--- src/core/tcc_pkg.sv ---
// Package with register indices, field positions, reset values and modes for the timer core.
package tcc_pkg;

    // Register indices; byte address is four times the index.
    localparam logic [3:0] IDX_CNT_LO   = 4'h0;
    localparam logic [3:0] IDX_CNT_HI   = 4'h1;
    localparam logic [3:0] IDX_CAP_LO   = 4'h2;
    localparam logic [3:0] IDX_CAP_HI   = 4'h3;
    localparam logic [3:0] IDX_CTRL_A   = 4'h4;
    localparam logic [3:0] IDX_CTRL_B   = 4'h5;
    localparam logic [3:0] IDX_FLAGS    = 4'h6;
    localparam logic [3:0] IDX_IRQ_EN   = 4'h7;
    localparam logic [3:0] IDX_CMP_CTRL = 4'h8;
    localparam logic [3:0] IDX_LINK_CMD = 4'h9;
    localparam logic [3:0] IDX_LINK_DAT = 4'hA;
    localparam logic [3:0] IDX_LINK_STS = 4'hB;
    localparam logic [3:0] IDX_LINK_PIN = 4'hC;

    // Control register A: waveform mode low bits.
    localparam int WGM_LO_POS = 0;
    // Control register B fields.
    localparam int CS_POS     = 0;
    localparam int WGM_HI_POS = 3;
    localparam int EDGE_POS   = 6;
    localparam int FILT_POS   = 7;
    // Flag and enable bit positions.
    localparam int OVF_POS    = 0;
    localparam int CAPF_POS   = 5;
    // Comparator control: capture source select bit.
    localparam int ACS_POS    = 2;

    localparam logic [7:0]  CTRL_RST   = 8'h00;
    localparam logic [15:0] CNT_RST    = 16'h0000;
    localparam logic [15:0] CNT_BOTTOM = 16'h0000;
    localparam logic [15:0] CNT_MAX    = 16'hFFFF;
    localparam logic [15:0] TOP_8BIT   = 16'h00FF;
    localparam logic [15:0] TOP_9BIT   = 16'h01FF;
    localparam logic [15:0] TOP_10BIT  = 16'h03FF;
    localparam int          FILT_LEN   = 4;

    // Waveform modes; modes 8, 10, 12 and 14 use the capture register as top.
    localparam logic [3:0] WGM_NORMAL   = 4'h0;
    localparam logic [3:0] WGM_PC8      = 4'h1;
    localparam logic [3:0] WGM_PC9      = 4'h2;
    localparam logic [3:0] WGM_PC10     = 4'h3;
    localparam logic [3:0] WGM_CTC_OCR  = 4'h4;
    localparam logic [3:0] WGM_FAST8    = 4'h5;
    localparam logic [3:0] WGM_FAST9    = 4'h6;
    localparam logic [3:0] WGM_FAST10   = 4'h7;
    localparam logic [3:0] WGM_PFC_CAP  = 4'h8;
    localparam logic [3:0] WGM_PC_CAP   = 4'hA;
    localparam logic [3:0] WGM_CTC_CAP  = 4'hC;
    localparam logic [3:0] WGM_FAST_CAP = 4'hE;

    // Link byte bus register addresses.
    localparam logic [2:0] LA_CNT_LO   = 3'h0;
    localparam logic [2:0] LA_CNT_HI   = 3'h1;
    localparam logic [2:0] LA_CAP_LO   = 3'h2;
    localparam logic [2:0] LA_CAP_HI   = 3'h3;
    localparam logic [2:0] LA_CTRL_A   = 3'h4;
    localparam logic [2:0] LA_CTRL_B   = 3'h5;
    localparam logic [2:0] LA_FLAGS    = 3'h6;
    localparam logic [2:0] LA_CMP_CTRL = 3'h7;

    // Host link command word fields.
    localparam int CMD_ADDR_POS = 0;
    localparam int CMD_WR_POS   = 8;
    localparam int CMD_ACK_POS  = 9;
    localparam int STS_BUSY_POS = 0;
    localparam int STS_IRQ_POS  = 1;

    typedef enum logic [2:0]
    {
        HS_IDLE = 3'b001,
        HS_ADDR = 3'b010,
        HS_DATA = 3'b100
    } tcc_hstate_t;

endpackage : tcc_pkg

--- src/core/tcc_link_if.sv ---
// Interface joining the timer core and its CPU-side controller over a byte bus.
`timescale 1ns/1ps
interface tcc_link_if;
    logic [2:0] addr;
    logic       wr;
    logic       rd;
    logic [7:0] wdata;
    logic [7:0] rdata;
    logic       ovf_ack;
    logic       cap_ack;
    logic       ovf_irq;
    logic       cap_irq;

    modport dev
    (
        input  addr, wr, rd, wdata, ovf_ack, cap_ack,
        output rdata, ovf_irq, cap_irq
    );
    modport host
    (
        output addr, wr, rd, wdata, ovf_ack, cap_ack,
        input  rdata, ovf_irq, cap_irq
    );
endinterface : tcc_link_if

--- src/core/tcc_timer.sv ---
// Timer core with 16-bit up/down counter, shared high-byte holding register and input capture.
// Overview of operation
// - Shared high byte may be written once.
// - Clock select zero halts the counter.
// - Sixteen-bit up/down counter with clear, top, bottom.
// - Upper location reaches holding register; lower transfers.
// - Each tick clears, increments or decrements per mode.
// - Counter accessible with or without timer tick.
// - CPU write beats clear and count.
// - Four-bit waveform field sets count sequence.
// - Overflow flag set per mode, requests interrupt.
// - Qualified edge copies counter, sets capture flag.
// - Enabled capture flag interrupts; cleared by ack/one.
// - Capture low read loads holding register.
// - Capture writable only in capture-top modes.
// - Comparator select replaces pin on instance one.
// - Software clears capture flag after source change.
// - Filter output changes after four equal samples.
// - Filter enable adds four system cycles delay.
// - Capture inputs active except capture-top modes.
// - Port bit drive of pin triggers capture.
// - New capture overwrites unread capture register.
// - Avoid capture while top value changes.
// - Write upper byte first; read lower first.
// - Bottom is 0x0000, maximum is 0xFFFF.
//
// Design decisions made here: the register offsets and the AHB-Lite slave port.
`timescale 1ns/1ps
module tcc_timer
#(
    parameter int          PRESCALE     = 8,
    parameter bit          HAS_CMP_SRC  = 1'b1
)
(
    input  wire logic      clk_sys,
    input  wire logic      rst,
    tcc_link_if.dev        link,
    input  wire logic      capture_input_pin,
    input  wire logic      comparator_output,
    input  wire logic      ext_clk_pin,
    output      logic [15:0] count_value,
    output      logic      at_top,
    output      logic      at_bottom
);
    import tcc_pkg::*;

    if (PRESCALE < 2 || PRESCALE > 1024)
    begin : g_bad_prescale
        $error("PRESCALE out of range");
    end

    ////////////////////////////////////////////////////////////////////////////
    logic [15:0] cnt_r;
    logic [15:0] cap_r;
    logic [7:0]  hold_r;
    logic [7:0]  ctrl_a_r;
    logic [7:0]  ctrl_b_r;
    logic [7:0]  cmp_ctrl_r;
    logic        ovf_r;
    logic        capf_r;
    logic        up_r;
    logic [9:0]  pre_r;
    logic [1:0]  pin_s_r;
    logic [1:0]  cmp_s_r;
    logic [1:0]  ext_s_r;
    logic        ext_d_r;
    logic [FILT_LEN-2:0] filt_sh_r;
    logic        filt_out_r;
    logic        edge_d_r;
    logic [2:0]  cs;
    logic [3:0]  wgm;
    logic        tick;
    logic        pre_tick;
    logic [15:0] top;
    logic        cap_top;
    logic        src;
    logic        filt_in;
    logic        cap_evt;
    logic        ovf_evt;
    logic        wr_cnt;
    logic        ctc_mode;
    logic        dual_slope;

    assign cs      = ctrl_b_r[CS_POS +: 3];
    assign wgm     = {ctrl_b_r[WGM_HI_POS +: 2], ctrl_a_r[WGM_LO_POS +: 2]};
    assign wr_cnt  = link.wr && (link.addr == LA_CNT_LO);

    ////////////////////////////////////////////////////////////////////////////
    // Timer tick source: system clock, undivided or prescaled, or synchronised external pin.
    assign pre_tick = (pre_r == 10'(PRESCALE - 1));

    always_ff @(posedge clk_sys or posedge rst)
    begin
        if (rst)
        begin
            pre_r <= 10'h000;
        end
        else
        begin
            pre_r <= pre_tick ? 10'h000 : pre_r + 10'h001;
        end
    end

    always_ff @(posedge clk_sys or posedge rst)
    begin
        if (rst)
        begin
            ext_s_r <= 2'b00;
            ext_d_r <= 1'b0;
        end
        else
        begin
            ext_s_r <= {ext_s_r[0], ext_clk_pin};
            ext_d_r <= ext_s_r[1];
        end
    end

    always_comb
    begin
        case (cs)
            3'h0:    tick = 1'b0;
            3'h1:    tick = 1'b1;
            3'h2:    tick = pre_tick;
            3'h6:    tick = ext_d_r && !ext_s_r[1];
            3'h7:    tick = !ext_d_r && ext_s_r[1];
            default: tick = pre_tick;
        endcase
    end

    ////////////////////////////////////////////////////////////////////////////
    // Waveform mode decode: top value and sequence kind.
    assign cap_top = (wgm == WGM_PFC_CAP) || (wgm == WGM_PC_CAP)
                  || (wgm == WGM_CTC_CAP) || (wgm == WGM_FAST_CAP);
    assign ctc_mode   = (wgm == WGM_CTC_CAP) || (wgm == WGM_CTC_OCR);
    assign dual_slope = (wgm == WGM_PC8) || (wgm == WGM_PC9) || (wgm == WGM_PC10)
                     || (wgm == WGM_PFC_CAP) || (wgm == WGM_PC_CAP);

    always_comb
    begin
        case (wgm)
            WGM_PC8, WGM_FAST8:   top = TOP_8BIT;
            WGM_PC9, WGM_FAST9:   top = TOP_9BIT;
            WGM_PC10, WGM_FAST10: top = TOP_10BIT;
            WGM_PFC_CAP, WGM_PC_CAP, WGM_CTC_CAP, WGM_FAST_CAP: top = cap_r;
            default:              top = CNT_MAX;
        endcase
    end

    assign at_top      = (cnt_r == CNT_MAX);
    assign at_bottom   = (cnt_r == CNT_BOTTOM);
    assign count_value = cnt_r;

    ////////////////////////////////////////////////////////////////////////////
    // Counter with direction; CPU write overrides count and clear.
    always_ff @(posedge clk_sys or posedge rst)
    begin
        if (rst)
        begin
            cnt_r <= CNT_RST;
            up_r  <= 1'b1;
        end
        else if (wr_cnt)
        begin
            cnt_r <= {hold_r, link.wdata};
        end
        else if (tick)
        begin
            if (dual_slope)
            begin
                if (up_r && cnt_r >= top)
                begin
                    up_r  <= 1'b0;
                    cnt_r <= cnt_r - 16'h0001;
                end
                else if (!up_r && cnt_r == CNT_BOTTOM)
                begin
                    up_r  <= 1'b1;
                    cnt_r <= cnt_r + 16'h0001;
                end
                else
                begin
                    cnt_r <= up_r ? cnt_r + 16'h0001 : cnt_r - 16'h0001;
                end
            end
            else
            begin
                up_r  <= 1'b1;
                cnt_r <= (cnt_r == top) ? CNT_BOTTOM : cnt_r + 16'h0001;
            end
        end
    end

    always_comb
    begin
        if (dual_slope)
        begin
            ovf_evt = tick && !up_r && cnt_r == CNT_BOTTOM;
        end
        else if (ctc_mode || wgm == WGM_NORMAL)
        begin
            ovf_evt = tick && cnt_r == CNT_MAX;
        end
        else
        begin
            ovf_evt = tick && cnt_r == top;
        end
    end

    ////////////////////////////////////////////////////////////////////////////
    // Capture source, synchroniser, noise filter and edge detector.
    always_ff @(posedge clk_sys or posedge rst)
    begin
        if (rst)
        begin
            pin_s_r <= 2'b00;
            cmp_s_r <= 2'b00;
        end
        else
        begin
            pin_s_r <= {pin_s_r[0], capture_input_pin};
            cmp_s_r <= {cmp_s_r[0], comparator_output};
        end
    end

    assign src = (HAS_CMP_SRC && cmp_ctrl_r[ACS_POS]) ? cmp_s_r[1] : pin_s_r[1];

    always_ff @(posedge clk_sys or posedge rst)
    begin
        if (rst)
        begin
            filt_sh_r  <= '0;
            filt_out_r <= 1'b0;
        end
        else if (!cap_top)
        begin
            filt_sh_r <= {filt_sh_r[FILT_LEN-3:0], src};
            if (&{filt_sh_r, src} || ~|{filt_sh_r, src})
            begin
                filt_out_r <= src;
            end
        end
    end

    assign filt_in = ctrl_b_r[FILT_POS] ? filt_out_r : src;

    always_ff @(posedge clk_sys or posedge rst)
    begin
        if (rst)
        begin
            edge_d_r <= 1'b0;
        end
        else if (!cap_top)
        begin
            edge_d_r <= filt_in;
        end
    end

    assign cap_evt = !cap_top && (ctrl_b_r[EDGE_POS] ? (filt_in && !edge_d_r)
                                                     : (!filt_in && edge_d_r));

    ////////////////////////////////////////////////////////////////////////////
    // Capture register, holding register and control registers.
    always_ff @(posedge clk_sys or posedge rst)
    begin
        if (rst)
        begin
            cap_r <= CNT_RST;
        end
        else if (cap_evt)
        begin
            cap_r <= cnt_r;
        end
        else if (link.wr && link.addr == LA_CAP_LO && cap_top)
        begin
            cap_r <= {hold_r, link.wdata};
        end
    end

    always_ff @(posedge clk_sys or posedge rst)
    begin
        if (rst)
        begin
            hold_r <= 8'h00;
        end
        else if (link.wr && (link.addr == LA_CNT_HI || link.addr == LA_CAP_HI))
        begin
            hold_r <= link.wdata;
        end
        else if (link.rd && link.addr == LA_CNT_LO)
        begin
            hold_r <= cnt_r[15:8];
        end
        else if (link.rd && link.addr == LA_CAP_LO)
        begin
            hold_r <= cap_r[15:8];
        end
    end

    always_ff @(posedge clk_sys or posedge rst)
    begin
        if (rst)
        begin
            ctrl_a_r   <= CTRL_RST;
            ctrl_b_r   <= CTRL_RST;
            cmp_ctrl_r <= CTRL_RST;
        end
        else if (link.wr)
        begin
            if (link.addr == LA_CTRL_A)   ctrl_a_r   <= link.wdata;
            if (link.addr == LA_CTRL_B)   ctrl_b_r   <= link.wdata;
            if (link.addr == LA_CMP_CTRL) cmp_ctrl_r <= link.wdata;
        end
    end

    // Flags: a new event wins over a clear in the same cycle.
    always_ff @(posedge clk_sys or posedge rst)
    begin
        if (rst)
        begin
            ovf_r  <= 1'b0;
            capf_r <= 1'b0;
        end
        else
        begin
            if (ovf_evt)
                ovf_r <= 1'b1;
            else if (link.ovf_ack || (link.wr && link.addr == LA_FLAGS && link.wdata[OVF_POS]))
                ovf_r <= 1'b0;
            if (cap_evt)
                capf_r <= 1'b1;
            else if (link.cap_ack || (link.wr && link.addr == LA_FLAGS && link.wdata[CAPF_POS]))
                capf_r <= 1'b0;
        end
    end

    assign link.ovf_irq = ovf_r;
    assign link.cap_irq = capf_r;

    always_comb
    begin
        case (link.addr)
            LA_CNT_LO:   link.rdata = cnt_r[7:0];
            LA_CAP_LO:   link.rdata = cap_r[7:0];
            LA_CNT_HI,
            LA_CAP_HI:   link.rdata = hold_r;
            LA_CTRL_A:   link.rdata = ctrl_a_r;
            LA_CTRL_B:   link.rdata = ctrl_b_r;
            LA_FLAGS:    link.rdata = {2'b00, capf_r, 4'h0, ovf_r};
            default:     link.rdata = cmp_ctrl_r;
        endcase
    end

endmodule : tcc_timer

--- src/flat_wrapper.sv ---
// flat-port wrapper written by rule: the top's interface ports become plain ports
module tcc_timer_flat import tcc_pkg::*;
#(
    parameter int          PRESCALE     = 8,
    parameter bit          HAS_CMP_SRC  = 1'b1
)
  (clk_sys, rst, capture_input_pin, comparator_output, ext_clk_pin, count_value, at_top, at_bottom, link_addr, link_wr, link_rd, link_wdata, link_ovf_ack, link_cap_ack, link_rdata, link_ovf_irq, link_cap_irq);
  tcc_link_if link_i ();
  input  wire logic clk_sys;
  input  wire logic rst;
  input  wire logic capture_input_pin;
  input  wire logic comparator_output;
  input  wire logic ext_clk_pin;
  output      logic [15:0] count_value;
  output      logic at_top;
  output      logic at_bottom;
  input wire logic [$bits(link_i.addr)-1:0] link_addr;
  input wire logic [$bits(link_i.wr)-1:0] link_wr;
  input wire logic [$bits(link_i.rd)-1:0] link_rd;
  input wire logic [$bits(link_i.wdata)-1:0] link_wdata;
  input wire logic [$bits(link_i.ovf_ack)-1:0] link_ovf_ack;
  input wire logic [$bits(link_i.cap_ack)-1:0] link_cap_ack;
  output wire logic [$bits(link_i.rdata)-1:0] link_rdata;
  output wire logic [$bits(link_i.ovf_irq)-1:0] link_ovf_irq;
  output wire logic [$bits(link_i.cap_irq)-1:0] link_cap_irq;
  assign link_i.addr = link_addr;
  assign link_i.wr = link_wr;
  assign link_i.rd = link_rd;
  assign link_i.wdata = link_wdata;
  assign link_i.ovf_ack = link_ovf_ack;
  assign link_i.cap_ack = link_cap_ack;
  assign link_rdata = link_i.rdata;
  assign link_ovf_irq = link_i.ovf_irq;
  assign link_cap_irq = link_i.cap_irq;
  tcc_timer #(.PRESCALE(PRESCALE), .HAS_CMP_SRC(HAS_CMP_SRC)) u_core (.clk_sys(clk_sys), .rst(rst), .link(link_i), .capture_input_pin(capture_input_pin), .comparator_output(comparator_output), .ext_clk_pin(ext_clk_pin), .count_value(count_value), .at_top(at_top), .at_bottom(at_bottom));
endmodule
--- config.mk ---
export PLATFORM = sky130hd
export DESIGN_NAME = tcc_timer_flat
export DESIGN_NICKNAME = d
export VERILOG_FILES = /design/src/core/tcc_pkg.sv /design/src/core/tcc_link_if.sv /design/src/core/tcc_timer.sv /design/src/flat_wrapper.sv
export SDC_FILE = /design/constraint.sdc
export NUM_CORES = 1
export LEC_CHECK = 0
export BUFFER_PORTS_ARGS = -buffer_cell sky130_fd_sc_hd__buf_2
export CELL_PAD_IN_SITES_DETAIL_PLACEMENT = 1
export CELL_PAD_IN_SITES_GLOBAL_PLACEMENT = 1
export CORE_MARGIN = 10
export CORE_UTILIZATION = 50
export CTS_CLUSTER_DIAMETER = 80
export DETAILED_ROUTE_END_ITERATION = 7
export PLACE_DENSITY_LB_ADDON = 0.1
export SLEW_MARGIN = 20
export SYNTH_ARGS = -nofsm -noshare
export SYNTH_HDL_FRONTEND = slang
export SYNTH_SLANG_ARGS = --single-unit
--- constraint.sdc ---
create_clock -name clk_sys -period 5.3 [get_ports clk_sys]
set_input_delay 0.53 -clock clk_sys [delete_from_list [all_inputs] [get_ports clk_sys]]
set_output_delay 0.53 -clock clk_sys [all_outputs]
set_load 0.05 [all_outputs]
==> impl_results.md <==
- Combinational power share: roughly 43%
- Die height: around 130 µm
- Worst-margin pin slew: between 0.9 and 1 ns
- DRT iter0 DRCs: around 500
- Router iterations before antenna repair: 5
- Setup TNS: 0 ns
- Status: finished clean
- Relative slew margins: 38.83%
- Fillers: ~1300
- Synth Net Count: 663
- RSZ-0062 raised after global routing: no
- Crit-path max FO: 20
- Synth cell types: between 60 and 70
- Pwr Total: 3.157 mW
- HPWL after detailed placement: around 13 mm
- Root Driver: clkbuf_16
- Nets: roughly 690
- Critical Path AT: ~4.2 ns
- Die X: between 100 and 150 µm
- Count leader, synth: dfrtp_1
- Switching Fraction: 44.78%
- Critical path class: reg2reg
- Final ANT Viol Nets: 0
- Clock transition at path regs: about 0.060 ns
- Final Hold Viols: 0
- Period Utilization, post-route: between 70% and 80%
- Post-synthesis instance total: 623
- Vias: just over 5000
- Sequential share of the synthesized area: around two fifths
- Core area: around 11000 µm²
- Share of layout cells above drive strength 1: 16.18%
- Total Die Area: around 16000 µm²
- Final setup vio count: 0
- Worst setup EP type: flop
- Int Power: between 1.5 and 2 mW
- CTS H-tree lvls: 3
- Post-Synthesis Cell Area: about 5600 µm²
- Initial Utilization: 51.43%
- Rows: 38
- Initial antenna violation count: 0
- M1 wire length: 8.256 mm
- Post-CTS sizing: 0
- Max Cap Violations: 0
- Io pins: 48
- Worst slack, placed: approximately 1.4 ns
- Ant diodes: 0
- First-pass GRT wire length: slightly below 30 mm
- Metal3 WL: ~1.1 mm
- Vias per inst: around 6.5
- Ys async rst share: between 90% and 100%
- Pwr dens: 509.2 nW/µm²
- Clk sinks: 89
- Post-synth top area share: between 30% and 40%
- Total Routed Length: 18.68 mm
- Number of global-route vias before repair: 5220
- Yosys top cell by area: dfrtp_1
- Pin count of the biggest net entering global routing: 50
- Synthesized area per cell: 9.028 µm²
- Sequential Power Share: approximately 37%
- Startpoint Class: flop
- CTS max path bufs: 2
- Ranking of synthesized cells by area: dfrtp_1 (39%), mux2i_1 (5.9%), mux2_2 (5.0%)
- Area grow syn2layout: 10.23%
- Clk Latency, worst-skew pair: 0.35 ns
- CTS tree: built
- Fin worst setup slack: ~1.3 ns
- Inserted Clock Buffers: 9
- Synth warn: 0
- CTS Hold Bufs: 0
- Top achievable clock speed: ~250 MHz
- Post-synth EDFFs: 0
- Commonest cells post-synth: dfrtp_1 (88), nor2_1 (66), nand2_1 (63)
- LEAKAGE: ~2.8 nW
- Routed WL per cell: 23.67 µm
- DRC viols: 0
- Worst hold slack: between 0.2 and 0.3 ns
- Net Sw Power: ~1.4 mW
- GRT Util Overall: 22.97%
- RePlAce Congestion: 0.9367
- Peak VDD IR: between 0.0002 and 0.0003 V
- CP Data Required Time: roughly 5.5 ns
- Port buffer count: between 40 and 50
- Slew Limit Fails: 0
- Hold Path Class: in2async
- Clock skew: 0.007527 ns
- GRT overflow: 0
- Top FF cell, synth: dfrtp_1
- Flops & latches, synth: between 80 and 90
- Clock power share: 20.1%
- Total setup buffers inserted after CTS: 0
- Wire length on met2: about 9.0 mm
- Top Layer Used: met4
- Tmin final: approximately 4 ns
-- power groups by stage --
stage | Combinational [mW] | Sequential, mW | Clock, mW
detailed placement | 1.34 | 1.16 | 0
CTS | 1.35 | 1.15 | 0.644
finish | 1.35 | 1.17 | 0.636
global route | 1.48 | 1.19 | 0.673
floorplan | 0.945 | 1.16 | 0
global placement | 1.28 | 1.15 | 0
-- cell families after synthesis --
group,after synthesis,synth area share (%)
XOR/XNOR,13,2.024
adder cells (fa/ha/maj),20,4.449
flip-flops,89,39.62
AO/OA/AOI/OAI,155,18.64
buffers and inverters,50,3.804
AND/OR/NAND/NOR,238,20.58
multiplexers,58,10.88
-- routing by layer --
layer / vias to the layer above / track usage (%)
met1: 2614 / 30.44
met4: 0 / 5.961
li1: 2321 / -
met5: - / 0
met3: 23 / 4.237
met2: 156 / 37.71
-- final timing paths --
kind                                          from                      to  slack (ns)  depth (start not counted)
max in group asynchronous                      rst  u_core.count_value[14]        3.89                          3
min in group clk_sys             comparator_output       u_core.cmp_s_r[0]        0.29                          1
worst min register to register   u_core.cmp_s_r[0]       u_core.cmp_s_r[1]        0.35                          0
worst min-delay path                           rst    u_core.cmp_ctrl_r[5]        0.27                          2
worst max-delay path            u_core.ctrl_a_r[0]  u_core.count_value[14]        1.34                         11
worst max register to register  u_core.ctrl_a_r[0]  u_core.count_value[14]        1.34                         11
-- worst max-delay path, cell delays in order (launching register included) --
cell and delay [ns]:
dfrtp_1 0.55, nand2b_1 0.67, o21ai_0 0.21, ha_1 0.34
nand4_1 0.19, nor3_1 0.34, o31ai_1 0.20, and3_1 0.24
nor2_2 0.49, mux2i_1 0.29, mux2i_1 0.20, o211ai_1 0.11
-- flip-flops by register name, indices dropped and copies added, names as in the netlist --
| name | count |
|---|---|
| u_core.link.cap_irq | 1 |
| u_core.up_r | 1 |
| u_core.pre_r | 10 |
| u_core.ext_d_r | 1 |
| u_core.cmp_s_r | 2 |
| u_core.edge_d_r | 1 |
| u_core.pin_s_r | 2 |
| u_core.filt_out_r | 1 |
| u_core.ctrl_a_r | 8 |
| u_core.ext_s_r | 2 |
| u_core.cap_r | 16 |
| u_core.hold_r | 8 |
| u_core.ctrl_b_r | 8 |
| u_core.link.ovf_irq | 1 |
| u_core.count_value | 16 |
| u_core.filt_sh_r | 3 |
| u_core.cmp_ctrl_r | 8 |
-- placed cells by master, fill, tap and decap left out, types with 3 or more instances in the layout --
cell	count
xor2_1	3
nand2b_1	6
clkbuf_16	9
nor2b_1	7
a21oi_1	32
o211ai_1	3
o21ai_0	38
a211oi_1	7
a22o_1	17
dfrtp_1	88
mux2_2	25
and3_1	10
a22oi_1	5
mux2i_1	33
and2_1	4
buf_4	6
buf_2	47
xnor2_1	10
o221ai_1	3
ha_1	20
nand2_1	63
a221o_1	8
inv_1	9
a21o_1	18
nor3_1	26
nand3_1	25
o31ai_1	3
nor2_1	65
nand4_1	8
nor2_2	3
-- through the flow --
step                cell area [µm²]  cells  util, %
finish                         6200    789    56.69
global route                   6200    789    56.69
CTS                            6197    789    56.67
detailed placement             5914    776    54.08
global placement               5914    776    54.08
floorplan                      5624    623        -
-- final cells by class --
cell class	count	area [µm²]	share of cell area, %
well taps	140	175.2	2.825
inverters	10	38.79	0.6256
multi-input cells	484	3194	51.52
clock inverters	3	43.79	0.7064
clock buffers	10	239.0	3.855
repair buffers	53	280.3	4.521
flip-flops and latches	89	2228	35.94
No activity file was read; power rests on OpenSTA's default activity.
